**src/lpts_pkg.sv**
```systemverilog
// Package of constants and types for the low-power tag sense window block
package lpts_pkg;
   // ----------------------------------------------------------------
   // Register indices; the byte address on paddr is four times the index
   // ----------------------------------------------------------------
   localparam logic [7:0]  IDX_OPTIONS    = 8'h3a;
   localparam logic [7:0]  IDX_Q_LOWER    = 8'h3f;
   localparam logic [7:0]  IDX_Q_UPPER    = 8'h40;
   localparam logic [7:0]  IDX_I_LOWER    = 8'h41;
   localparam logic [7:0]  IDX_I_RESULT   = 8'h42;
   localparam logic [7:0]  IDX_Q_RESULT   = 8'h43;
   localparam logic [7:0]  IDX_IRQ_STATUS = 8'h50;
   localparam logic [7:0]  IDX_IRQ_MASK   = 8'h51;
   localparam logic [7:0]  IDX_CONTROL    = 8'h52;
   // ----------------------------------------------------------------
   // Field positions
   // ----------------------------------------------------------------
   localparam int          THR_MSB        = 5;
   localparam int          PAIR_LO        = 6;
   localparam int          PAIR_HI        = 7;
   localparam int          SUPPRESS_BIT   = 6;
   localparam int          OPT_FULL_DRIVE = 3;
   localparam int          OPT_FILTER     = 2;
   localparam int          OPT_Q_CHANGING = 1;
   localparam int          OPT_I_CHANGING = 0;
   localparam int          IRQ_SENSE_BIT  = 0;
   localparam int          IRQ_DONE_BIT   = 1;
   localparam int          CTRL_START_BIT = 0;
   localparam int          CTRL_BUSY_BIT  = 1;
   // ----------------------------------------------------------------
   // Reset values and timing
   // ----------------------------------------------------------------
   localparam logic [5:0]  THR_RESET      = 6'h00;
   localparam logic [7:0]  BYTE_RESET     = 8'h00;
   localparam logic [1:0]  IRQ_RESET      = 2'h0;
   localparam int          CLK_HZ         = 10_000_000;
   localparam real         FILT_WINDOW_US = 4.72;
   // Longest time rounds down: 4.72 us at 10 MHz is 47 cycles
   localparam int          FILT_CYCLES    = int'($floor(FILT_WINDOW_US * CLK_HZ / 1.0e6));
   localparam int          RAW_CYCLES     = 1;
   localparam logic [5:0]  FILT_CNT       = 6'(FILT_CYCLES);
   localparam logic [5:0]  RAW_CNT        = 6'(RAW_CYCLES);
   // ----------------------------------------------------------------
   // Types
   // ----------------------------------------------------------------
   typedef struct packed {
      logic [5:0] i_value;
      logic [5:0] q_value;
   } lpts_sample_type;
   typedef enum logic [1:0] {ST_IDLE, ST_SAMPLE, ST_DECIDE} lpts_state_type;
endpackage

```
**src/lpts_window.sv**
```systemverilog
// Low-power tag sense window evaluation with APB register slave
`timescale 1ns/10ps
module lpts_window
   import lpts_pkg::*;
#(
   parameter bit            NEWEST_REV = 1'b1
) (
   input  wire logic        clk,
   input  wire logic        rst_n,
   input  wire logic        psel,
   input  wire logic        penable,
   input  wire logic        pwrite,
   input  wire logic [11:0] paddr,
   input  wire logic [31:0] pwdata,
   output logic      [31:0] prdata,
   output logic             pready,
   output logic             pslverr,
   input  wire logic [5:0]  adc_i,
   input  wire logic [5:0]  adc_q,
   output logic             full_drive,
   output logic             sense_active,
   output logic             irq
);

   // ----------------------------------------------------------------
   // Signals
   // ----------------------------------------------------------------
   logic [5:0]      q_lower_r;
   logic [5:0]      q_upper_r;
   logic [5:0]      i_lower_r;
   logic [5:0]      i_upper_r;
   logic [5:0]      i_meas_r;
   logic [5:0]      q_meas_r;
   logic            suppress_r;
   logic            full_drive_r;
   logic            filter_r;
   logic            i_chg_r;
   logic            q_chg_r;
   logic [1:0]      irq_stat_r;
   logic [1:0]      irq_mask_r;
   lpts_sample_type sync1_r;
   lpts_sample_type sync2_r;
   lpts_sample_type first_r;
   lpts_state_type  state_r;
   logic [5:0]      cnt_r;
   logic            run_i_chg_r;
   logic            run_q_chg_r;
   logic            wr_en;
   logic            rd_en;
   logic [7:0]      idx;
   logic            start;
   logic            out_window;
   logic [7:0]      rd_byte;
   logic            mapped;

   // Unsigned six-bit outside-window
   function automatic logic outside(input logic [5:0] v, input logic [5:0] lo,
                                    input logic [5:0] hi);
      outside = (v > hi) || (v < lo);
   endfunction

   // ----------------------------------------------------------------
   // APB decode
   // ----------------------------------------------------------------
   // Zero-wait slave: every access completes in its first access cycle
   assign idx     = paddr[9:2];
   assign pready  = 1'b1;
   assign wr_en   = psel && penable && pwrite && mapped;
   assign rd_en   = psel && penable && !pwrite;
   assign start   = wr_en && (idx == IDX_CONTROL) && pwdata[CTRL_START_BIT]
                    && (state_r == ST_IDLE);
   assign pslverr = psel && penable && !mapped;

   // Options register decodes only on the newest revision
   always_comb begin
      mapped = (paddr[1:0] == 2'h0) && (paddr[11:10] == 2'h0);
      unique case (idx)
         IDX_Q_LOWER, IDX_Q_UPPER, IDX_I_LOWER,
         IDX_I_RESULT, IDX_Q_RESULT, IDX_IRQ_STATUS,
         IDX_IRQ_MASK, IDX_CONTROL: mapped = mapped;
         IDX_OPTIONS: mapped = mapped && NEWEST_REV;
         default:     mapped = 1'b0;
      endcase
   end

   // ----------------------------------------------------------------
   // Threshold registers
   // ----------------------------------------------------------------
   // Each register carries its own threshold plus a pair of I upper bits
   always_ff @(posedge clk or negedge rst_n) begin
      if (!rst_n) begin
         q_lower_r <= THR_RESET;
         q_upper_r <= THR_RESET;
         i_lower_r <= THR_RESET;
         i_upper_r <= THR_RESET;
      end else if (wr_en) begin
         if (idx == IDX_Q_LOWER) begin
            q_lower_r       <= pwdata[THR_MSB:0];
            i_upper_r[5:4]  <= pwdata[PAIR_HI:PAIR_LO];
         end
         if (idx == IDX_Q_UPPER) begin
            q_upper_r       <= pwdata[THR_MSB:0];
            i_upper_r[3:2]  <= pwdata[PAIR_HI:PAIR_LO];
         end
         if (idx == IDX_I_LOWER) begin
            i_lower_r       <= pwdata[THR_MSB:0];
            i_upper_r[1:0]  <= pwdata[PAIR_HI:PAIR_LO];
         end
      end
   end

   // Option control bits
   always_ff @(posedge clk or negedge rst_n) begin
      if (!rst_n) begin
         full_drive_r <= 1'b0;
         filter_r     <= 1'b0;
      end else if (wr_en && idx == IDX_OPTIONS) begin
         full_drive_r <= pwdata[OPT_FULL_DRIVE];
         filter_r     <= pwdata[OPT_FILTER];
      end
   end

   // Drive request is meaningful only while a run is sampling
   assign full_drive   = full_drive_r && (state_r == ST_SAMPLE);
   assign sense_active = (state_r == ST_SAMPLE);

   // ----------------------------------------------------------------
   // Converter input synchroniser
   // ----------------------------------------------------------------
   // Two flops stand before any logic reads a converter word
   always_ff @(posedge clk or negedge rst_n) begin
      if (!rst_n) begin
         sync1_r <= '0;
         sync2_r <= '0;
      end else begin
         sync1_r <= '{i_value: adc_i, q_value: adc_q};
         sync2_r <= sync1_r;
      end
   end

   // ----------------------------------------------------------------
   // Detection run sequencer
   // ----------------------------------------------------------------
   // Raw mode takes one sample; filtered mode watches 47 cycles
   always_ff @(posedge clk or negedge rst_n) begin
      if (!rst_n) begin
         state_r <= ST_IDLE;
         cnt_r   <= 6'h00;
      end else begin
         unique case (state_r)
            ST_IDLE: begin
               if (start) begin
                  state_r <= ST_SAMPLE;
                  cnt_r   <= filter_r ? FILT_CNT : RAW_CNT;
               end
            end
            ST_SAMPLE: begin
               cnt_r <= cnt_r - 6'h01;
               if (cnt_r == 6'h01) begin
                  state_r <= ST_DECIDE;
               end
            end
            ST_DECIDE: state_r <= ST_IDLE;
            // The fourth code is unused; fall back to idle if ever reached
            default:   state_r <= ST_IDLE;
         endcase
      end
   end

   // Track first sample and any change across the window
   always_ff @(posedge clk or negedge rst_n) begin
      if (!rst_n) begin
         first_r     <= '0;
         run_i_chg_r <= 1'b0;
         run_q_chg_r <= 1'b0;
      end else if (start) begin
         first_r     <= sync2_r;
         run_i_chg_r <= 1'b0;
         run_q_chg_r <= 1'b0;
      end else if (state_r == ST_SAMPLE) begin
         if (sync2_r.i_value != first_r.i_value) run_i_chg_r <= 1'b1;
         if (sync2_r.q_value != first_r.q_value) run_q_chg_r <= 1'b1;
      end
   end

   // Results latch at run end; filtered mode takes the window's last
   // value, which only counts as settled when no change was seen
   always_ff @(posedge clk or negedge rst_n) begin
      if (!rst_n) begin
         i_meas_r <= THR_RESET;
         q_meas_r <= THR_RESET;
         i_chg_r  <= 1'b0;
         q_chg_r  <= 1'b0;
      end else if (state_r == ST_SAMPLE && cnt_r == 6'h01) begin
         i_meas_r <= filter_r ? sync2_r.i_value : first_r.i_value;
         q_meas_r <= filter_r ? sync2_r.q_value : first_r.q_value;
         // Meaningless without filter, so kept clear then
         i_chg_r  <= filter_r && (run_i_chg_r ||
                     sync2_r.i_value != first_r.i_value);
         q_chg_r  <= filter_r && (run_q_chg_r ||
                     sync2_r.q_value != first_r.q_value);
      end
   end

   // Suppression set by software, released at next run start
   always_ff @(posedge clk or negedge rst_n) begin
      if (!rst_n) begin
         suppress_r <= 1'b0;
      end else if (start) begin
         suppress_r <= 1'b0;
      end else if (wr_en && idx == IDX_Q_RESULT && pwdata[SUPPRESS_BIT]) begin
         suppress_r <= 1'b1;
      end
   end

   // Window decision on the freshly latched results
   assign out_window = outside(i_meas_r, i_lower_r, i_upper_r)
                    || outside(q_meas_r, q_lower_r, q_upper_r);

   // ----------------------------------------------------------------
   // Interrupt status and mask
   // ----------------------------------------------------------------
   // Hardware set wins over a write-one clear in the same cycle
   always_ff @(posedge clk or negedge rst_n) begin
      if (!rst_n) begin
         irq_stat_r <= IRQ_RESET;
      end else begin
         for (int b = 0; b < 2; b++) begin
            if (wr_en && idx == IDX_IRQ_STATUS && pwdata[b]) begin
               irq_stat_r[b] <= 1'b0;
            end
         end
         if (state_r == ST_DECIDE && out_window && !suppress_r) begin
            irq_stat_r[IRQ_SENSE_BIT] <= 1'b1;
         end
         if (state_r == ST_DECIDE) begin
            irq_stat_r[IRQ_DONE_BIT] <= 1'b1;
         end
      end
   end

   // Interrupt mask, one enable per status flag
   always_ff @(posedge clk or negedge rst_n) begin
      if (!rst_n) begin
         irq_mask_r <= IRQ_RESET;
      end else if (wr_en && idx == IDX_IRQ_MASK) begin
         irq_mask_r <= pwdata[1:0];
      end
   end

   // Suppression also masks a flag already pending
   assign irq = |(irq_stat_r & irq_mask_r & {1'b1, !suppress_r});

   // ----------------------------------------------------------------
   // Read mux
   // ----------------------------------------------------------------
   // Reserved bits read back as zero
   always_comb begin
      rd_byte = BYTE_RESET;
      unique case (idx)
         IDX_Q_LOWER:    rd_byte = {i_upper_r[5:4], q_lower_r};
         IDX_Q_UPPER:    rd_byte = {i_upper_r[3:2], q_upper_r};
         IDX_I_LOWER:    rd_byte = {i_upper_r[1:0], i_lower_r};
         IDX_I_RESULT:   rd_byte = {2'h0, i_meas_r};
         IDX_Q_RESULT:   rd_byte = {1'b0, suppress_r, q_meas_r};
         IDX_OPTIONS:    rd_byte = NEWEST_REV ? {4'h0, full_drive_r, filter_r,
                                    q_chg_r, i_chg_r} : BYTE_RESET;
         IDX_IRQ_STATUS: rd_byte = {6'h00, irq_stat_r};
         IDX_IRQ_MASK:   rd_byte = {6'h00, irq_mask_r};
         IDX_CONTROL:    rd_byte = {6'h00, state_r != ST_IDLE, 1'b0};
         default:        rd_byte = BYTE_RESET;
      endcase
   end

   // Captured in the setup cycle so the word stands through the access phase
   always_ff @(posedge clk or negedge rst_n) begin
      if (!rst_n) begin
         prdata <= 32'h0000_0000;
      end else if (psel && !penable && !pwrite) begin
         prdata <= mapped ? {24'h00_0000, rd_byte} : 32'h0000_0000;
      end
   end
endmodule // lpts_window

```
**config.mk**
```make
export PLATFORM = sky130hd
export DESIGN_NAME = lpts_window
export DESIGN_NICKNAME = d
export VERILOG_FILES = /design/src/lpts_pkg.sv /design/src/lpts_window.sv
export SDC_FILE = /design/constraint.sdc
export NUM_CORES = 1
export LEC_CHECK = 0
export ABC_AREA = 1
export BUFFER_PORTS_ARGS = -buffer_cell sky130_fd_sc_hd__buf_2
export CORE_ASPECT_RATIO = 0.7
export CORE_MARGIN = 1
export CORE_UTILIZATION = 52
export CTS_BUF_LIST = sky130_fd_sc_hd__clkbuf_4
export DETAILED_ROUTE_END_ITERATION = 16
export PLACE_DENSITY = 0.86
export SYNTH_ARGS = -nofsm -noshare
export SYNTH_HDL_FRONTEND = slang
export SYNTH_SLANG_ARGS = --single-unit
export TNS_END_PERCENT = 1
```
**constraint.sdc**
```tcl
create_clock -name clk -period 1.5 [get_ports clk]
set_input_delay 0.225 -clock clk [delete_from_list [all_inputs] [get_ports clk]]
set_output_delay 0.225 -clock clk [all_outputs]
set_load 0.02 [all_outputs]
```
==> results.txt <==
Clock Skew - 20.6 ps
Die Span X - 123 um
Routed wire per std cell - 15.0 um
Placed cells - 849
Gr ovfl total - 0
Initial antenna violation count - 0
Syn Inst Count - 640
Final #Nets - 843
Num ports - 98
DRC Markers - 0
Final ANT Viol Nets - 0
Final hold violation count - 0
Non-filler cells, final - 891
Tmin final - 1640 ps
DR vias - 4695
Number of inserted diodes - 0
Worst-skew pair later-pin latency - 490 ps
Fin area - 6530 sq um
Max Cap Violations - 0
DP HPWL - 9.75 mm
Synth Flop Type - dfrtp_1
PnR Total Power - 4.48 mW
Setup crit start kind - flip-flop
Fmax - 0.609 GHz
Clk slew on worst S/H paths - 170 ps
Failing checks - negative setup slack
Register bit count reported by yosys - 99
Initial core utilization - 54.3%
Hold crit path type - in2reg
Async set-or-reset flop fraction in the synthesized netlist - 100%
Routability cong. - 0.930
Period utilisation layout - 110%
DRT Pass-1 Iters - 7
Largest net degree at the start of global routing - 40
Crit path required time - 1890 ps
Arrival time worst endpoint - 2030 ps
Worst-path cell chain - buf_4 > ha_1 > a21boi_2 > o21ai_1 > o211ai_1 > nand4_1 > nand2_1 > nand2_1
Commonest non-fill, non-tap cell in the layout - nand2_1
H-tree levels - 3
WS Path Type - reg2reg
Clock buffer depth - 2
Max incr delay on CP - 450 ps
First-pass GRT wire length - 20.6 mm
CP endpoint kind - flip-flop
Outcome - complete, but fails checks
Number of enable flip-flop cells after synthesis - 0
Share of layout cells above drive strength 1 - 23.9%
Mean Syn Cell Area - 8.34 sq um
Power density over the cells - 687 nW/um^2
Chip height - 86.8 um
Post-synthesis sequential area ratio - 46.4%
CP top delay family - flip-flops
RSZ-0062 raised after global routing - yes
Clk Tree Root Cell - clkbuf_4
Cell Area, Synth - 5340 sq um
Count of final setup violators - 6
# port buffers - 48
Critical path's most frequent cell - nand2_1
Core area - 9830 sq um
CTS tree - built
Yosys cell types - 44
Full die area - 10700 sq um
Leakage dissipation - 3.33 nW
Max stage delay cell, worst path - dfrtp_1
GRT Resource Usage Total - 25.7%
Final setup TNS - -556 ps
Most frequent cells in the layout - nand2_1 (151), dfrtp_1 (99), inv_1 (79), buf_4 (56), buf_2 (43)
FP Rows - 30
Number of buffers created by CTS - 9
YS warnings - 0
Vias/cell - 5.27
Crit path buffers/inverters - 1
Layout area overhead - 22.3%
WL final - 13.3 mm
Drt initial violations - 378
Setup WS post-layout - -143 ps
CP max FO - 3
CTS sink count - 99
Worst IR Drop VDD - 0.000703 V
Vias in the first global route - 4281
Slew Limit Fails - 0
Post-placement cell area - 6000 sq um
[timing repair]
item,CTS,global route
endpoints found under the setup margin,5,36
gates resized for setup,22,32
pin swaps,9,10
hold buffers,13,0
setup buffers,5,8
hold endpoints to repair,111,0
[tightest hold or removal path: stages]
cell and delay, ps:
buf_2 70, inv_1 70, o21ai_2 130
[metal layers]
layer	wire [um]	share of wire, %	global-route usage (%)
met3	765	5.7	4.41
met4	245	1.8	7.78
met1	6130	46	35.7
met5	0	0	0
met2	6180	46	41.5
[state kept, by name, indices dropped and copies added (netlist names), 8 cells and up]
signal / flops
sync1_r: 12
first_r: 12
sync2_r: 12
prdata: 8
[area by class of cell]
cell class / instances / area [sq um]
inverters: 90 / 338
repair buffers: 122 / 931
fillers: 786 / 3300
well taps: 128 / 160
multi-input cells: 436 / 2490
clock buffers: 10 / 75.1
flip-flops and latches: 99 / 2480
clock inverters: 6 / 56.3
[synthesized netlist by cell type (4+ instances only)]
| library cell | n | area share, % |
|---|---|---|
| nand4_1 | 8 | 0.94 |
| o21ai_1 | 26 | 2.4 |
| nor2_1 | 43 | 3.0 |
| inv_1 | 86 | 6.0 |
| xor2_1 | 5 | 0.82 |
| nand3_1 | 18 | 1.7 |
| o21ai_2 | 8 | 1.3 |
| o21ai_0 | 44 | 4.1 |
| nand2_1 | 156 | 11 |
| nand2_2 | 4 | 0.47 |
| dfrtp_1 | 99 | 46 |
| a21oi_1 | 13 | 1.2 |
| buf_2 | 6 | 0.56 |
| buf_4 | 25 | 3.5 |
| nor3_1 | 8 | 0.75 |
| nor2_2 | 4 | 0.47 |
| o22ai_1 | 6 | 0.70 |
| o211ai_1 | 13 | 1.8 |
| ha_1 | 24 | 5.6 |
[logic make-up after synthesis]
kind of cell             Yosys count  synth area share (%)
other                              2                 0.141
XOR/XNOR                           8                  1.31
flip-flops                        99                  46.4
adder cells (fa/ha/maj)           24                  5.63
AO/OA/AOI/OAI                    118                  12.9
AND/OR/NAND/NOR                  261                  22.2
buffers and inverters            128                  11.3
[through the flow]
stage	util (%)	setup WS, ps	hold slack [ps]
2_1_floorplan	-	-14.8	-70.6
3_3_place_gp	61.0	-155	145
3_5_place_dp	61.0	-226	159
4_1_cts	64.5	-142	8.76
5_1_grt	66.4	-196	26.4
6_report	66.4	-143	14.9
[path summary, 6_finish.rpt]
check / from / to / slack, ps / depth (start not counted)
worst max-delay path: i_meas_r[1] / irq_stat_r[0] / -140 / 8
worst min-delay path: pwdata[2] / q_upper_r[2] / 10 / 3
worst max register to register: i_meas_r[1] / irq_stat_r[0] / -140 / 8
worst min register to register: sync1_r[2] / sync2_r[2] / 360 / 0
max in group asynchronous: rst_n / suppress_r / 800 / 3
min in group asynchronous: rst_n / q_meas_r[5] / 160 / 2
[power by group]
group / leakage (nW) / switching, mW / internal (mW)
combinational: 1.94 / 0.237 / 0.128
sequential: 1.31 / 0.0140 / 2.70
clock: 0.0767 / 1.00 / 0.401
Note: power is estimated with default switching activity, not from simulation.
